## config.mk

```make
export PLATFORM = sky130hd
export DESIGN_NAME = ridc_top
export DESIGN_NICKNAME = d
export VERILOG_FILES = /design/src/shared/ridc_pkg.sv /design/src/rtl/ridc_top.sv
export SDC_FILE = /design/constraint.sdc
export NUM_CORES = 1
export LEC_CHECK = 0
export ABC_CLOCK_PERIOD_IN_PS = 3350
export BUFFER_PORTS_ARGS = -buffer_cell sky130_fd_sc_hd__buf_2
export CORE_MARGIN = 3
export CORE_UTILIZATION = 50
export DETAILED_ROUTE_END_ITERATION = 10
export PLACE_DENSITY = 0.72
export SYNTH_ARGS = -nofsm -noshare
export SYNTH_HDL_FRONTEND = slang
export SYNTH_SLANG_ARGS = --single-unit
```

## constraint.sdc

```tcl
create_clock -name mclk -period 3.35 [get_ports mclk]
set_clock_uncertainty 0.2 [all_clocks]
set_input_delay 0.335 -clock mclk [delete_from_list [all_inputs] [get_ports mclk]]
set_output_delay 0.335 -clock mclk [all_outputs]
set_load 0.01 [all_outputs]
```

## src/shared/ridc_pkg.sv

```systemverilog
// ridc_pkg: constants, mode codes and carrier types for the remote input block
package ridc_pkg;

  // ****************************************************************
  // clock and timing
  // ****************************************************************
  localparam longint CLK_HZ     = 50_000_000;       // mclk rate
  localparam longint CYC_PER_MS = CLK_HZ / 1000;    // cycles per ms
  localparam longint IND_MS     = 8000;             // hold tag period
  localparam longint MSG_MS     = 1000;             // tag visible time
  localparam longint RET_MS     = 20000;            // memory view timeout
  localparam longint CLR_MS     = 2000;             // hold time to clear
  localparam longint FLASH_MS   = 1000;             // type tag before view
  localparam longint DEB_MS     = 10;               // contact bounce time
  localparam logic [31:0] IND_CYC   = 32'(IND_MS * CYC_PER_MS);
  localparam logic [31:0] MSG_CYC   = 32'(MSG_MS * CYC_PER_MS);
  localparam logic [31:0] RET_CYC   = 32'(RET_MS * CYC_PER_MS);
  localparam logic [31:0] CLR_CYC   = 32'(CLR_MS * CYC_PER_MS);
  localparam logic [31:0] FLASH_CYC = 32'(FLASH_MS * CYC_PER_MS);
  localparam logic [31:0] DEB_CYC   = 32'(DEB_MS * CYC_PER_MS);

  // ****************************************************************
  // register map (byte addresses) and reset values
  // ****************************************************************
  localparam logic [7:0]  ADDR_BRIGHT = 8'h00; // normal / dimmed level
  localparam logic [7:0]  ADDR_MODE   = 8'h04; // function per input
  localparam logic [7:0]  ADDR_INCFG  = 8'h08; // termination, level
  localparam logic [7:0]  ADDR_STATUS = 8'h0C; // live state
  localparam logic [7:0]  ADDR_PEAK   = 8'h10; // stored peak
  localparam logic [7:0]  ADDR_VALLEY = 8'h14; // stored valley
  localparam logic [4:0]  NORM_RST    = 5'h10; // normal level 16
  localparam logic [4:0]  DIM_RST     = 5'h02; // dimmed level 2
  localparam int          DIM_LSB     = 8;     // dim field position
  localparam int          MODE_W      = 4;     // bits per mode field
  localparam int          CFG_STRIDE  = 4;     // bits per input cfg
  localparam int          ST_SEL_LSB  = 4;     // status view field
  localparam logic [15:0] PEAK_RST    = 16'h8000; // most negative
  localparam logic [15:0] VALLEY_RST  = 16'h7FFF; // most positive

  // ****************************************************************
  // input functions, terminations, displayed item
  // ****************************************************************
  typedef enum logic [3:0] {
    FN_NONE = 4'h0, FN_PHOLD = 4'h1, FN_DHOLD = 4'h2, FN_PMEM = 4'h3,
    FN_VMEM = 4'h4, FN_TOGGLE = 4'h5, FN_ACK = 4'h6, FN_ACCESS = 4'h7,
    FN_DIM = 4'h8
  } ridc_fn_t;
  localparam ridc_fn_t valley_memory_mode = FN_VMEM;
  localparam ridc_fn_t alarm_ack_mode     = FN_ACK;
  localparam ridc_fn_t setup_access_mode  = FN_ACCESS;

  typedef enum logic [1:0] {
    TERM_UP = 2'h0, TERM_DOWN = 2'h1, TERM_OPEN = 2'h2
  } ridc_term_t;

  typedef enum logic [2:0] {
    SEL_LIVE = 3'h0, SEL_PEAK = 3'h1, SEL_VALLEY = 3'h2, SEL_HOLD = 3'h3,
    SEL_PEAK_TAG = 3'h4, SEL_VALLEY_TAG = 3'h5,
    SEL_PH_TAG = 3'h6, SEL_DH_TAG = 3'h7
  } ridc_sel_t;

  // per rear input configuration
  typedef struct packed {
    logic       act_high; // 1: high level activates
    ridc_term_t term;     // resistor choice
  } ridc_incfg_t;
  localparam ridc_incfg_t INCFG_RST = '{act_high: 1'b1, term: TERM_UP};

  // display request to the digit driver
  typedef struct packed {
    ridc_sel_t   sel;
    logic [15:0] value;
  } ridc_disp_t;

endpackage

```

## src/rtl/ridc_top.sv

```systemverilog
// ridc_top: remote inputs, front button and brightness switching
`timescale 1ns/1ps
module ridc_top
  import ridc_pkg::*;
#(
  parameter logic [31:0] T_IND   = IND_CYC,
  parameter logic [31:0] T_MSG   = MSG_CYC,
  parameter logic [31:0] T_RET   = RET_CYC,
  parameter logic [31:0] T_CLR   = CLR_CYC,
  parameter logic [31:0] T_FLASH = FLASH_CYC,
  parameter logic [31:0] T_DEB   = DEB_CYC
) (
  // clock and reset
  input  wire logic        mclk,
  input  wire logic        resetn,
  // register port
  input  wire logic [7:0]  addr,
  input  wire logic [31:0] wdata,
  input  wire logic        wr,
  input  wire logic        rd,
  output logic      [31:0] rdata,
  // terminals: [0] rear 1, [1] rear 2, [2] front button
  input  wire logic [2:0]  in_pin,
  input  wire logic [15:0] meas_value,
  // termination drives for rear inputs
  output logic      [1:0]  pull_up_en,
  output logic      [1:0]  pull_dn_en,
  // to display, alarm and access logic
  output ridc_disp_t       disp,
  output logic      [4:0]  bright_lvl,
  output logic             alarm_ack,
  output logic             access_en
);

  // ****************************************************************
  // configuration registers
  // ****************************************************************
  logic [4:0]  norm_lvl;          // normal brightness
  logic [4:0]  dim_lvl;           // dimmed brightness
  logic [11:0] mode_reg;          // three mode fields
  ridc_incfg_t incfg [2];         // rear input settings
  logic [15:0] peak_mem;          // highest since clear
  logic [15:0] valley_mem;        // lowest since clear

  wire wr_bright = wr && (addr == ADDR_BRIGHT);
  wire wr_mode   = wr && (addr == ADDR_MODE);
  wire wr_incfg  = wr && (addr == ADDR_INCFG);

  // register writes; reset gives the documented defaults
  always_ff @(posedge mclk) begin
    if (!resetn) begin
      norm_lvl <= NORM_RST;
      dim_lvl  <= DIM_RST;
      mode_reg <= '0;
      incfg[0] <= INCFG_RST;
      incfg[1] <= INCFG_RST;
    end else begin
      if (wr_bright) begin
        norm_lvl <= wdata[4:0];
        dim_lvl  <= wdata[DIM_LSB +: 5];
      end
      if (wr_mode) mode_reg <= wdata[11:0];
      if (wr_incfg) begin
        incfg[0] <= ridc_incfg_t'(wdata[2:0]);
        incfg[1] <= ridc_incfg_t'(wdata[CFG_STRIDE +: 3]);
      end
    end
  end

  // ****************************************************************
  // per input conditioning and function decode
  // ****************************************************************
  logic [2:0] act;      // debounced active level
  logic [2:0] press;    // one pulse per closure
  logic [2:0] longp;    // one pulse when held for the clear time
  logic [2:0] is_ph, is_dh, is_pm, is_vm, is_tg, is_ack, is_acc, is_dim;

  genvar i;
  generate
    for (i = 0; i < 3; i++) begin : g_in
      logic        s1, s2;        // synchroniser pair
      logic        stab;          // debounced level
      logic        stab_d;        // for edge detect
      logic [31:0] deb_cnt;       // stability count
      logic [31:0] hold_cnt;      // time held active
      ridc_fn_t    raw_fn;
      ridc_fn_t    fn;
      wire         pol = (i < 2) ? incfg[i % 2].act_high : 1'b1;
      wire         lvl = ~(s2 ^ pol);

      assign raw_fn = ridc_fn_t'(mode_reg[i*MODE_W +: MODE_W]);
      // illegal choices per terminal fall back to no function
      always_comb begin
        fn = raw_fn;
        if (raw_fn > FN_DIM) fn = FN_NONE;
        if (i == 1 && raw_fn == FN_DIM) fn = FN_NONE;
        if (i == 2 && (raw_fn == FN_PHOLD || raw_fn == FN_DHOLD ||
            raw_fn >= FN_ACCESS)) fn = FN_NONE;
      end

      // a new level must stay put for the bounce time to count
      always_ff @(posedge mclk) begin
        if (!resetn) begin
          s1       <= 1'b0;
          s2       <= 1'b0;
          stab     <= 1'b0;
          stab_d   <= 1'b0;
          deb_cnt  <= '0;
          hold_cnt <= '0;
        end else begin
          s1     <= in_pin[i];
          s2     <= s1;
          stab_d <= stab;
          if (lvl == stab) deb_cnt <= '0;
          else if (deb_cnt >= T_DEB - 32'h1) begin
            stab    <= lvl;
            deb_cnt <= '0;
          end else deb_cnt <= deb_cnt + 32'h1;
          // saturating so the long pulse fires once
          if (!stab) hold_cnt <= '0;
          else if (hold_cnt < T_CLR) hold_cnt <= hold_cnt + 32'h1;
        end
      end

      // a no-function input leaves every decode low
      assign act[i]    = stab;
      assign press[i]  = stab && !stab_d;
      assign longp[i]  = stab && (hold_cnt == T_CLR - 32'h1);
      assign is_ph[i]  = fn == FN_PHOLD;
      assign is_dh[i]  = fn == FN_DHOLD;
      assign is_pm[i]  = fn == FN_PMEM;
      assign is_vm[i]  = fn == valley_memory_mode;
      assign is_tg[i]  = fn == FN_TOGGLE;
      assign is_ack[i] = fn == alarm_ack_mode;
      assign is_acc[i] = fn == setup_access_mode;
      assign is_dim[i] = fn == FN_DIM;
    end
  endgenerate

  // ****************************************************************
  // combined requests
  // ****************************************************************
  wire        ph_on     = |(act & is_ph);
  wire        dh_on     = |(act & is_dh);
  wire [2:0]  mem_fn    = is_pm | is_vm | is_tg;
  wire        mem_press = |(press & mem_fn);
  wire        mem_held  = |(act & mem_fn);
  wire        clr_peak  = |(longp & (is_pm | is_tg));
  wire        clr_vall  = |(longp & (is_vm | is_tg));
  wire        tg_press  = |(press & is_tg);
  wire        pm_press  = |(press & is_pm);
  wire        dim_on    = |(act & is_dim);

  // ****************************************************************
  // memories: cleared at power-up and by a long hold
  // ****************************************************************
  always_ff @(posedge mclk) begin
    if (!resetn) begin
      peak_mem   <= PEAK_RST;
      valley_mem <= VALLEY_RST;
    end else begin
      if (clr_peak) peak_mem <= meas_value;
      else if ($signed(meas_value) > $signed(peak_mem))
        peak_mem <= meas_value;
      if (clr_vall) valley_mem <= meas_value;
      else if ($signed(meas_value) < $signed(valley_mem))
        valley_mem <= meas_value;
    end
  end

  // ****************************************************************
  // display view state
  // ****************************************************************
  typedef enum logic [1:0] {
    V_LIVE = 2'b00, V_PHOLD = 2'b01, V_DHOLD = 2'b10, V_MEM = 2'b11
  } ridc_view_t;

  ridc_view_t  view, next_view;
  logic        mem_valley;       // memory view shows valley
  logic        tg_next_valley;   // next toggle shows valley
  logic [15:0] hold_val;         // held or peak-held value
  logic [31:0] ret_cnt;          // memory view time left
  logic [31:0] flash_cnt;        // type tag time left
  logic [31:0] ind_cnt;          // hold tag phase

  // holds win over memory recall while their input is active
  always_comb begin
    next_view = view;
    case (view)
      V_LIVE, V_MEM: begin
        if (ph_on) next_view = V_PHOLD;
        else if (dh_on) next_view = V_DHOLD;
        else if (mem_press) next_view = V_MEM;
        else if (view == V_MEM && !mem_held && ret_cnt <= 32'h1)
          next_view = V_LIVE;
      end
      V_PHOLD: if (!ph_on) next_view = dh_on ? V_DHOLD : V_LIVE;
      V_DHOLD: if (!dh_on) next_view = ph_on ? V_PHOLD : V_LIVE;
      default: next_view = V_LIVE;
    endcase
  end

  wire entering = next_view != view;

  // view registers and timers
  always_ff @(posedge mclk) begin
    if (!resetn) begin
      view           <= V_LIVE;
      mem_valley     <= 1'b0;
      tg_next_valley <= 1'b0;
      hold_val       <= '0;
      ret_cnt        <= '0;
      flash_cnt      <= '0;
      ind_cnt        <= '0;
    end else begin
      view <= next_view;
      // hold value: captured on entry, then max or frozen
      if (entering) hold_val <= meas_value;
      else if (view == V_PHOLD &&
               $signed(meas_value) > $signed(hold_val))
        hold_val <= meas_value;
      // recall selection and timers
      if (mem_press && view != V_PHOLD && view != V_DHOLD) begin
        ret_cnt <= T_RET;
        if (tg_press) begin
          mem_valley     <= tg_next_valley;
          tg_next_valley <= !tg_next_valley;
          flash_cnt      <= T_FLASH;
        end else begin
          mem_valley <= !pm_press;
          flash_cnt  <= '0;
        end
      end else begin
        if (mem_held) ret_cnt <= T_RET;
        else if (ret_cnt != '0) ret_cnt <= ret_cnt - 32'h1;
        if (flash_cnt != '0) flash_cnt <= flash_cnt - 32'h1;
      end
      // indicator phase restarts on every hold entry
      if (entering || ind_cnt >= T_IND - 32'h1) ind_cnt <= '0;
      else ind_cnt <= ind_cnt + 32'h1;
    end
  end

  // ****************************************************************
  // output selection
  // ****************************************************************
  wire        tag_now = ind_cnt >= T_IND - T_MSG;
  ridc_disp_t next_disp;

  always_comb begin
    next_disp = '{sel: SEL_LIVE, value: meas_value};
    case (view)
      V_PHOLD: next_disp = '{sel: tag_now ? SEL_PH_TAG : SEL_HOLD,
                             value: hold_val};
      V_DHOLD: next_disp = '{sel: tag_now ? SEL_DH_TAG : SEL_HOLD,
                             value: hold_val};
      V_MEM: begin
        if (flash_cnt != '0)
          next_disp.sel = mem_valley ? SEL_VALLEY_TAG : SEL_PEAK_TAG;
        else next_disp.sel = mem_valley ? SEL_VALLEY : SEL_PEAK;
        next_disp.value = mem_valley ? valley_mem : peak_mem;
      end
      default: next_disp = '{sel: SEL_LIVE, value: meas_value};
    endcase
  end

  // read mux; unmapped addresses read zero
  logic [31:0] next_rdata;
  always_comb begin
    case (addr)
      ADDR_BRIGHT: next_rdata = {19'h0, dim_lvl, 3'h0, norm_lvl};
      ADDR_MODE:   next_rdata = {20'h0, mode_reg};
      ADDR_INCFG:  next_rdata = {25'h0, incfg[1], 1'b0, incfg[0]};
      ADDR_STATUS: next_rdata = {25'h0, disp.sel, 1'b0, act};
      ADDR_PEAK:   next_rdata = {16'h0, peak_mem};
      ADDR_VALLEY: next_rdata = {16'h0, valley_mem};
      default:     next_rdata = 32'h0;
    endcase
  end

  // every output from a flip-flop
  always_ff @(posedge mclk) begin
    if (!resetn) begin
      rdata      <= 32'h0;
      disp       <= '{sel: SEL_LIVE, value: 16'h0};
      bright_lvl <= NORM_RST;
      alarm_ack  <= 1'b0;
      access_en  <= 1'b0;
      pull_up_en <= 2'b11;
      pull_dn_en <= 2'b00;
    end else begin
      rdata      <= rd ? next_rdata : 32'h0;
      disp       <= next_disp;
      bright_lvl <= dim_on ? dim_lvl : norm_lvl;
      alarm_ack  <= |(press & is_ack);
      access_en  <= |(act & is_acc);
      pull_up_en <= {incfg[1].term == TERM_UP,
                     incfg[0].term == TERM_UP};
      pull_dn_en <= {incfg[1].term == TERM_DOWN,
                     incfg[0].term == TERM_DOWN};
    end
  end

endmodule

```

# Word level (Yosys, flattened, before mapping)
# Memory sizes are Yosys's and may differ from the RTL's.
# Cells that the tools add are included.
# totals
reg_bits,436
ram_bits,6
n_memories,1
# mem_list
name,words,width,rd,rd_ports_with_merged_regs,write_ports,line,text
incfg,2,3,2,0,2,ridc_top.sv:41,ridc_incfg_t incfg [2];
# op_classes
addsub,9
magnitude_cmp,16
n_eq_ne,46
mux,42
bitwise,25
reduce_logical,59
# ops
operator,count
"adder 32 x 1 -> 32 bit, second input constant",7
2-to-1 mux 16 bit,7
"== test 32 x 27 -> 1 bit, second input constant",3
">= comparator 32 x 19 -> 1 bit, second input constant",3
"< comparator 32 x 27 -> 1 bit, second input constant",3
case mux 16 bit (6 select lines),1
2-to-1 mux 30 bit,3
">= comparator 32 x 29 -> 1 bit, second input constant",2
2-to-1 mux 32 bit,2
nonzero test 32 bit,2
"subtractor 32 x 1 -> 32 bit, second input constant",2
case mux 19 bit (3 select lines),1
"== test 4 x 3 -> 1 bit, second input constant",12
OR reduction 3 bit,14
bitwise AND 3 bit,11
greater-than comparator 16 bit,2
"<= comparator 32 x 1 -> 1 bit, second input constant",1
"== test 4 x 2 -> 1 bit, second input constant",7
2-to-1 mux 26 bit,1
2-to-1 mux 4 bit,5
"== test 4 x 1 -> 1 bit, second input constant",4
"== test 4 bit, second input constant",4
"== test 8 x 4 -> 1 bit, second input constant",2
"== test 8 x 5 -> 1 bit, second input constant",2
29 further kinds,96

# Logic depth before layout (Yosys ltp)
# Gate-level depths: netlist of the first run.
# depth
depth_word,20
mapped_depth,12
depth_no_buf,10

# Least setup slack after synthesis of the first run
# Ideal clock, no wire load.
# synth_path
path_type,reg-to-reg
start,register peak_mem[1]
end,register peak_mem[10]
setup_time_ns,0.072
arrival_ns,2.701
setup_slack_ns,0.378
path_stages_with_launch,12
synth_period_minus_slack_ns,2.972
cell_sequence,dfxtp_1 -> inv_1 -> ha_1 -> nor2b_1 -> o21a_1 -> o21a_1 -> o21ai_0 -> a211oi_1 -> o21a_1 -> nor3_1 -> buf_2 -> mux2i_1
# synth_via
elab_chain_cells,2
# synth_rtl
item,line,text
start: declaration,ridc_top.sv:42,logic [15:0] peak_mem;
start signal: assignment,ridc_top.sv:162,if (clr_peak) peak_mem <= meas_value;
start signal: assignment,ridc_top.sv:164,peak_mem <= meas_value;
greater-than comparator 16 bit,ridc_top.sv:163,else if ($signed(meas_value) > $signed(peak_mem))
nonzero test 2 bit (no source line),--,
# No other way between the ends.
# A chain may end at the register's enable or synchronous reset.

# Final worst setup path of the first run
# layout_path
start,register ret_cnt[23]
end,register hold_val[0]
# layout_via
elab_chain_cells,9
# layout_rtl
item,line,text
start: declaration,ridc_top.sv:182,logic [31:0] ret_cnt;
start signal: assignment,ridc_top.sv:235,else if (ret_cnt != '0) ret_cnt <= ret_cnt - 32'h1;
<= comparator 32 x 1 -> 1 bit *,ridc_top.sv:194,else if (view == V_MEM && !mem_held && ret_cnt <= 32'h1)
logical AND 1 bit *,ridc_top.sv:194,
2-to-1 mux 2 bit *,ridc_top.sv:194,
2-to-1 mux 2 bit *,ridc_top.sv:193,else if (mem_press) next_view = V_MEM;
2-to-1 mux 2 bit *,ridc_top.sv:192,else if (dh_on) next_view = V_DHOLD;
2-to-1 mux 2 bit *,ridc_top.sv:191,if (ph_on) next_view = V_PHOLD;
case mux 2 bit (3 select lines) *,ridc_top.sv:189,case (view)
inequality test 2 bit *,ridc_top.sv:203,wire entering = next_view != view;
2-to-1 mux 16 bit or nonzero test 2 bit (tied branches),--,
end signal: assignment,ridc_top.sv:218,if (entering) hold_val <= meas_value;
end signal: assignment,ridc_top.sv:221,hold_val <= meas_value;
end: declaration,ridc_top.sv:181,logic [15:0] hold_val;
# Mark *: on every way between the ends. The rest lies on a longest branch, timed or not.

==> results of run 1 <==
-- cells in the mapped netlist, types with 6 or more instances --
master,instances,area share [%]
a21oi_1,116,3.0
edfxtp_1,6,0.94
buf_4,17,0.67
nand2b_1,21,0.69
inv_1,82,1.6
or4_1,11,0.43
o21ai_0,56,1.5
o31ai_1,6,0.24
a31oi_1,10,0.33
nor3b_1,7,0.27
nor4b_1,10,0.46
mux2i_1,58,3.0
nor2_4,8,0.47
or3_1,26,0.85
clkbuf_1,70,1.4
or2_2,6,0.20
nor3_1,43,1.1
ha_1,63,4.1
a21o_1,15,0.59
dfxtp_1,420,44
and2_1,17,0.56
nand2_1,244,4.8
a22oi_1,24,0.94
o21a_1,6,0.24
nor4_1,36,1.2
nand4_1,41,1.3
nor2_1,331,6.5
nand3b_1,9,0.35
and3_1,51,1.7
xnor2_1,73,3.3
xor2_1,118,5.4
nand3_1,81,2.1
and4_1,11,0.50
a222oi_1,7,0.37
-- final timing paths --
check	startpoint	end	slack, ps	depth (start not counted)
max	ret_cnt[23]	hold_val[0]	230	9
min	resetn	view[1]	30	3
max reg2reg	ret_cnt[23]	hold_val[0]	230	9
min reg2reg	g_in[2].s1	g_in[2].lvl	230	1
-- area by class of cell --
class                   instances  area, sq um
clock buffers                  65         1280
clock inverters                13          128
well taps                     511          639
flip-flops and latches        426         8590
multi-input cells            1645        10000
repair buffers                168         1150
fillers                      3334        15500
inverters                      83          312
-- power by group through the flow --
stage | Clock [mW] | Sequential (mW) | Combinational [mW]
2_1_floorplan | 0 | 5.95 | 2.51
3_3_place_gp | 0 | 6.03 | 3.05
3_5_place_dp | 0 | 6.06 | 3.13
4_1_cts | 4.88 | 5.95 | 3.19
5_1_grt | 5.09 | 6.02 | 3.61
6_report | 4.77 | 5.96 | 3.22
-- cells by family (layout without fill, tap and decap cells) --
group	after synthesis	after routing	synth area share, %
XOR/XNOR	191	191	8.75
flip-flops	426	426	44.9
buffers and inverters	179	329	4.09
AO/OA/AOI/OAI	293	293	9.96
other	1	58	0.0196
adder cells (fa/ha/maj)	63	63	4.12
multiplexers	63	63	3.56
AND/OR/NAND/NOR	977	977	24.6
-- metal layers --
layer | GRT usage, % | share of wire (%)
met5 | 0 | 0
met4 | 8.57 | 3.9
met3 | 3.25 | 5.3
met2 | 36.1 | 47
met1 | 28.4 | 44
-- worst reg2reg max path, delay by kind of cell (launching register included) --
family	cells	cell delay (ps)
flops	1	360
buf+inv	1	190
compound gates	3	650
simple gates	4	1500
mux	1	190
-- metrics by stage --
| stage | hold WS, ps | util, % |
|---|---|---|
| 2_1_floorplan | 212 | - |
| 3_3_place_gp | 215 | 53.9 |
| 3_5_place_dp | 224 | 53.9 |
| 4_1_cts | 17.0 | 58.6 |
| 5_1_grt | 36.0 | 58.7 |
| 6_report | 33.3 | 58.7 |
-- timing repair --
action,in CTS,in global routing
hold buffers,33,0
resized for setup,0,2
hold endpoints to repair,89,0
setup buffers,0,4
setup endpoints to repair,0,45
==> results.json, run 1 <==
{
  "final_cell_mix": "dfxtp_1, nor2_1, nand2_1",
  "max_freq_mhz": 320,
  "dieWidth_um": 202,
  "crit_fanout": 6,
  "netlist_instances": 2193,
  "slew_violations": 0,
  "cts_tree": "done",
  "synthArstFlopShare_pct": 0,
  "seqPwrFrac_pct": 42.7,
  "critPathKind": "reg -> reg",
  "sw_frac_of_total_pct": 30.1,
  "cap_violations": 0,
  "areaGrowthSynthToFinish_pct": 15.6,
  "antenna_found_initial": 0,
  "via_per_inst": 5.41,
  "path_buf_inv": 1,
  "rsz0062_at_grt": "no",
  "ant_nets": 0,
  "ys.warnings.count": 0,
  "dieArea_sq_mm": 0.0406,
  "drt_pass1_iterations": 5,
  "p_sw_mw": 4.21,
  "status": "finished clean",
  "finalHoldViolations": 0,
  "htreeDepth": 2,
  "worst_path_most_repeated_cell": "or4_4",
  "cp_cell_sequence": "or4_4 > or4_4 > nor3_2 > nand4_1 > a22oi_1 > a2111oi_4 > o21ai_4 > buf_4 > mux2i_1",
  "dp_worst_setup_slack_ps": 55.6,
  "slowest_delay_ps": 580,
  "fp-row-count": 71,
  "clk_pin_slew_ps": 60,
  "postSynthAreaPerCell_sq_um": 8.72,
  "io_pins": 125,
  "crit_arrival_ps": 3410,
  "die_y_um": 202,
  "placedCellCount": 2796,
  "slew_headroom_pct": 34.8,
  "p_clk_share_pct": 34.2,
  "grt_pass1_wl_um": 74400,
  "ys.flop_type": "dfxtp_1",
  "holdCritPathClass": "in -> reg",
  "drive_gt1_share_pct": 10.1,
  "p_int_mw": 9.75,
  "fin_crit_ps": 3120,
  "overflow": 0,
  "final_nets": 2494,
  "p_comb_share_pct": 23.1,
  "drc": 0,
  "synth-seq-area-share_pct": 44.9,
  "syn_area_sq_mm": 0.0191,
  "ys_ff_latch": 426,
  "clock_path_buffers": 3,
  "worst_slack_ps": 227,
  "dpl.hpwl_um": 31600,
  "cellLeakagePower_nw": 8.64,
  "cellPowerDensity_mw_per_mm2": 631,
  "synth_edf_count": 6,
  "vias": 15700,
  "worstMarginPinSlew_ps": 978,
  "finalSetupViolations": 0,
  "wl_per_cell_um": 15.3,
  "critPathCaptureType": "flip-flop",
  "n_antenna_cell": 0,
  "cp_slowest_cell": "or4_4",
  "port_buffers": 89,
  "place.gp.congestion": 0.934,
  "grt_pass1_vias": 14900,
  "cts_sinks": 426,
  "crit_required_ps": 3640,
  "clk_latency_ps": 560,
  "stdcell_count": 2911,
  "drtIter0Drc": 1150,
  "final_area_sq_mm": 0.0221,
  "reg_top3": "g_in.deb_cnt x96, g_in.hold_cnt x96",
  "clockRootBuffer": "clkbuf_16",
  "coreArea_sq_mm": 0.0377,
  "power.total_mw": 14.0,
  "cts_buffers": 44,
  "initial_core_util_pct": 50.8,
  "layout_commonest_cell": "dfxtp_1",
  "synth_cell_types": 85,
  "dpl_cell_area_sq_mm": 0.0203,
  "track_usage_pct": 21.7,
  "routed_wl_um": 44700,
  "crit_family": "simple AND/OR/NAND/NOR gates",
  "grt_max_degree": 46,
  "fin_crit_sh_pct": 93.2,
  "vdd_drop_max_uv": 385,
  "setup_tns_ps": 0,
  "start_kind": "flip-flop"
}
Note: power is estimated with default switching activity, not from simulation.
==> run 2, diff against run 1 <==
--- a/config.mk
+++ b/config.mk
@@ -5,12 +5,11 @@
 export SDC_FILE = /design/constraint.sdc
 export NUM_CORES = 1
 export LEC_CHECK = 0
-export ABC_CLOCK_PERIOD_IN_PS = 3350
+export ABC_CLOCK_PERIOD_IN_PS = 3230
 export BUFFER_PORTS_ARGS = -buffer_cell sky130_fd_sc_hd__buf_2
-export CORE_MARGIN = 3
 export CORE_UTILIZATION = 50
 export DETAILED_ROUTE_END_ITERATION = 10
-export PLACE_DENSITY = 0.72
+export PLACE_DENSITY_LB_ADDON = 0.25
 export SYNTH_ARGS = -nofsm -noshare
 export SYNTH_HDL_FRONTEND = slang
 export SYNTH_SLANG_ARGS = --single-unit
==> constraint.sdc (replaced) <==
create_clock -name mclk -period 3.23 [get_ports mclk]
set_clock_uncertainty 0.2 [all_clocks]
set_input_delay 0.323 -clock mclk [delete_from_list [all_inputs] [get_ports mclk]]
set_output_delay 0.323 -clock mclk [all_outputs]
set_load 0.01 [all_outputs]
==> run 2 against run 1 <==
  * Die area shrank 3.9%
  * Design area grew 2.2%
  * Register-to-register slack lost 70 ps
  * Sequential share of layout area shrank 0.82 points
  * Count of clock-buffer cells in the layout shrank 2
  * Clock power grew 23%
  * Worst setup slack lost 75 ps
  * Fmax grew 1.5%
  * Core utilization grew 1.3 points
==> results.json, run 2 (synthesized netlist as in run 1, its figures left out) <==
{
  "grt_max_degree": 70,
  "crit_required_ps": 3530,
  "fin_crit_sh_pct": 95.3,
  "layout_commonest_cell": "dfxtp_1",
  "vias": 15700,
  "reg_top3": "g_in.deb_cnt x96, g_in.hold_cnt x96",
  "crit_fanout": 6,
  "drt_pass1_iterations": 8,
  "clk_latency_ps": 580,
  "cts_buffers": 45,
  "p_sw_mw": 4.51,
  "vdd_drop_max_uv": 394,
  "worstMarginPinSlew_ps": 961,
  "placedCellCount": 2813,
  "wl_per_cell_um": 15.2,
  "cts_sinks": 426,
  "cap_violations": 0,
  "critPathKind": "reg -> reg",
  "drive_gt1_share_pct": 11.2,
  "rsz0062_at_grt": "no",
  "fin_crit_ps": 3080,
  "io_pins": 125,
  "final_area_sq_mm": 0.0226,
  "initial_core_util_pct": 50.8,
  "dp_worst_setup_slack_ps": 33.5,
  "areaGrowthSynthToFinish_pct": 18.1,
  "stdcell_count": 2938,
  "critPathCaptureType": "flip-flop",
  "holdCritPathClass": "in -> reg",
  "sw_frac_of_total_pct": 29.2,
  "slowest_delay_ps": 570,
  "clockRootBuffer": "clkbuf_16",
  "start_kind": "flip-flop",
  "status": "finished clean",
  "final_util_pct": 60.0,
  "worst_path_most_repeated_cell": "or4_4",
  "p_comb_share_pct": 22.0,
  "dieArea_sq_mm": 0.0390,
  "cp_slowest_cell": "or4_4",
  "dpl.hpwl_um": 31700,
  "port_buffers": 89,
  "cellLeakagePower_nw": 8.87,
  "antenna_found_initial": 1,
  "dpl_cell_area_sq_mm": 0.0205,
  "ant_nets": 0,
  "p_clk_share_pct": 37.9,
  "setup_tns_ps": 0,
  "clk_pin_slew_ps": 60,
  "overflow": 0,
  "p_int_mw": 10.9,
  "crit_arrival_ps": 3380,
  "place.gp.congestion": 0.919,
  "final_cell_mix": "dfxtp_1, nor2_1, nand2_1",
  "clock_path_buffers": 3,
  "seqPwrFrac_pct": 40.1,
  "dieWidth_um": 198,
  "coreArea_sq_mm": 0.0377,
  "via_per_inst": 5.36,
  "holdWs_ps": 132,
  "finalSetupViolations": 0,
  "path_buf_inv": 1,
  "drtIter0Drc": 954,
  "fp-row-count": 71,
  "die_y_um": 198,
  "routed_wl_um": 44700,
  "final_nets": 2514,
  "cellPowerDensity_mw_per_mm2": 684,
  "track_usage_pct": 22.7,
  "drc": 0,
  "slew_violations": 0,
  "grt_pass1_vias": 14900,
  "max_freq_mhz": 325,
  "worst_slack_ps": 152,
  "cts_tree": "done",
  "crit_family": "simple AND/OR/NAND/NOR gates",
  "cp_cell_sequence": "or4_4 > or4_4 > nor3_4 > nand4_1 > a22oi_2 > a2111oi_4 > o21ai_4 > buf_4 > mux2i_1",
  "htreeDepth": 2,
  "finalHoldViolations": 0,
  "grt_pass1_wl_um": 72200,
  "slew_headroom_pct": 36.0,
  "power.total_mw": 15.5
}
-- run 2: cell count changes in the layout (fill, tap and decap cells not counted), sizes merged --
cell         change
buf             +17
bufinv           +9
clkinv           -5
clkbuf           -2
clkinvlp         +2
diode            +2
dlygate4sd3      +2
inv              +2
-- run 2: cell type report --
type	count	area [sq um]
fillers	3275	15100
multi-input cells	1645	10000
flip-flops and latches	426	8590
repair buffers	187	1310
clock buffers	63	1290
well taps	511	639
clock inverters	21	418
inverters	83	312
diodes	2	5.00
-- run 2: power groups by stage --
stage	registers (mW)	logic [mW]	clock network, mW
floorplan	6.17	2.60	0
global placement	6.26	3.18	0
CTS	6.18	3.35	5.98
finish	6.19	3.41	5.85
global route	6.25	3.77	6.21
detailed placement	6.29	3.26	0
-- run 2: metal layers --
layer | share of wire [%] | wire (um) | GRT usage (%)
met2 | 48 | 21500 | 38.7
met4 | 2.7 | 1190 | 8.07
met3 | 5.4 | 2410 | 3.50
met5 | 0.022 | 10 | 0
met1 | 44 | 19700 | 29.0
-- run 2: worst register-to-register path, cell delays in order, from the launching register on --
cell and delay (ps):
dfxtp_1 350, or4_4 570, or4_4 550, nor3_4 230, nand4_1 150, a22oi_2 280, a2111oi_4 150, o21ai_4 140
buf_4 190, mux2i_1 200
-- run 2: timing repair --
item                                    CTS  global route
setup buffers                             4             0
pin swaps                                 0             1
gates resized for setup                   1             3
hold buffers                             35             0
endpoints found under the hold margin    97             0
endpoints found under the setup margin   15            45
-- run 2: path summary, 6_finish.rpt --
check	slack [ps]	endpoint	from	cells past startpoint
hold reg to reg	230	g_in[2].lvl	g_in[2].s1	1
setup reg to reg	150	hold_val[7]	ret_cnt[23]	9
setup / recovery	150	hold_val[7]	ret_cnt[23]	9
hold / removal	130	rdata[11]	addr[1]	4
==> run 3, diff against run 2 <==
--- a/config.mk
+++ b/config.mk
@@ -10,6 +10,7 @@
 export CORE_UTILIZATION = 50
 export DETAILED_ROUTE_END_ITERATION = 10
 export PLACE_DENSITY_LB_ADDON = 0.25
+export SETUP_SLACK_MARGIN = 0.4
 export SYNTH_ARGS = -nofsm -noshare
 export SYNTH_HDL_FRONTEND = slang
 export SYNTH_SLANG_ARGS = --single-unit
==> run 3 against run 2 <==
  * Cell count increased by 0.34%
  * Sequential cell count unchanged
  * Routed wire length increased by 0.85%
  * Non-clock buffer count increased by 13
  * Count of clock-buffer cells in the layout decreased by 2
  * Via count increased by 0.23%
  * Sequential power about the same
  * Critical endpoint is now hold_val[10]
==> results.json, run 3 (synthesized netlist as in run 1, its figures left out) <==
{
  "slew_headroom_pct": 32.9,
  "status": "finished clean",
  "nFillCells": 3300,
  "rsz0062_at_grt": "yes",
  "r2r_cells": 10,
  "slowest_delay_ps": 530,
  "via_per_inst": 5.35,
  "r2r-end": "hold_val[10]",
  "routed_wl_um": 45100,
  "ant_nets": 0,
  "cellPowerDensity_mw_per_mm2": 685,
  "dieWidth_um": 198,
  "drtIter0Drc": 743,
  "areaGrowthSynthToFinish_pct": 19.2,
  "critPathKind": "reg -> reg",
  "cts_sinks": 426,
  "crit_start": "ret_cnt[26]",
  "crit_family": "simple AND/OR/NAND/NOR gates",
  "crit_fanout": 8,
  "cp_slowest_cell": "or4_4",
  "power.total_mw": 15.6,
  "finalSetupViolations": 0,
  "clockRootBuffer": "clkbuf_16",
  "antenna_found_initial": 1,
  "wl_per_cell_um": 15.3,
  "n_antenna_cell": 0,
  "vias": 15800,
  "initial_core_util_pct": 50.8,
  "vdd_drop_max_uv": 455,
  "r2r_start": "ret_cnt[26]",
  "holdCritPathClass": "in -> reg",
  "dieArea_sq_mm": 0.0390,
  "final_nets": 2527,
  "seqCellArea_sq_mm": 0.00859,
  "reg_top3": "g_in.deb_cnt x96, g_in.hold_cnt x96",
  "crit_required_ps": 3540,
  "place.gp.congestion": 0.916,
  "worst_path_most_repeated_cell": "or4_4",
  "cts_tree": "done",
  "fp-row-count": 71,
  "port_buffers": 89,
  "start_kind": "flip-flop",
  "endpoint": "hold_val[10]",
  "setup_tns_ps": 0,
  "die_y_um": 198,
  "cap_violations": 0,
  "io_pins": 125,
  "overflow": 0,
  "drt_pass1_iterations": 6,
  "finalHoldViolations": 0,
  "drive_gt1_share_pct": 13.1,
  "cp_num_cells": 10,
  "placedCellCount": 2807,
  "worstMarginPinSlew_ps": 982,
  "track_usage_pct": 23.0,
  "crit_arrival_ps": 3260,
  "cts_buffers": 45,
  "multiInputGateArea_sq_mm": 0.0102,
  "clk_pin_slew_ps": 60,
  "dpl.hpwl_um": 31400,
  "stdcell_count": 2948,
  "dpl_cell_area_sq_mm": 0.0205,
  "slew_violations": 0,
  "coreArea_sq_mm": 0.0377,
  "critPathCaptureType": "flip-flop",
  "grt_pass1_wl_um": 73300,
  "clock_path_buffers": 3,
  "max_freq_mhz": 339,
  "htreeDepth": 2,
  "grt_max_degree": 68,
  "cp_cell_sequence": "or4_4 > or4_4 > nor3_4 > nand4_1 > a22oi_2 > a2111oi_4 > buf_4 > o21ai_4 > buf_12 > mux2i_1",
  "cellLeakagePower_nw": 8.92,
  "fin_crit_ps": 2950,
  "clk_latency_ps": 590,
  "grt_pass1_vias": 15100,
  "path_buf_inv": 2,
  "fin_crit_sh_pct": 91.4,
  "final_cell_mix": "dfxtp_1, nor2_1, nand2_1",
  "layout_commonest_cell": "dfxtp_1",
  "drc": 0,
  "reg2reg_setup_slack_ps": 280,
  "final_area_sq_mm": 0.0228
}
[run 3: worst reg2reg max path, stage by stage, from the launching register on]
cell,delay (ps)
dfxtp_2,320
or4_4,530
or4_4,450
nor3_4,230
nand4_1,130
a22oi_2,260
a2111oi_4,110
buf_4,160
o21ai_4,90
buf_12,180
mux2i_1,220
[run 3: final cells by class]
class	instances	area share, %
clock buffers	61	5.55
clock inverters	22	1.38
flip-flops and latches	426	37.7
well taps	511	2.80
repair buffers	200	6.37
inverters	83	1.37
multi-input cells	1645	44.8
[run 3: stage by stage]
step	utilization (%)	hold WS (ps)	setup slack, ps
floorplan	-	212	399
global placement	54.4	214	145
detailed placement	54.4	221	68.6
CTS	59.9	63.7	233
global route	60.5	126	177
finish	60.5	114	276
[run 3: power by group]
part | total, mW | switching, mW | internal (mW) | leakage (nW)
sequential | 6.19 | 0.442 | 5.75 | 3.48
clock | 5.43 | 2.17 | 3.25 | 0.766
combinational | 4.00 | 2.15 | 1.86 | 4.67
total | 15.6 | 4.76 | 10.9 | 8.92
[run 3: how the worst min path moves through the flow]
stage                              to  slack, ps  cells past startpoint        from
after detailed placement  g_in[2].lvl        220                      1  g_in[2].s1
after CTS                   rdata[14]         60                      3          rd
after global placement    g_in[2].lvl        210                      1  g_in[2].s1
final                       rdata[14]        110                      3          rd
after global routing        rdata[14]        130                      3          rd
after floorplan            g_in[0].s2        210                      1  g_in[0].s1
[run 3: per-layer routing]
metal	track usage, %	part of all wire [%]
met5	0	0
met4	9.68	3.4
met3	3.40	4.6
met2	39.1	48
met1	28.9	44
[run 3: timing repair]
item,CTS,global route
resized for setup,17,39
hold endpoints to repair,100,0
cloned,1,1
setup buffers,11,11
hold buffers,34,0
endpoints found under the setup margin,70,106
pin swaps,18,13
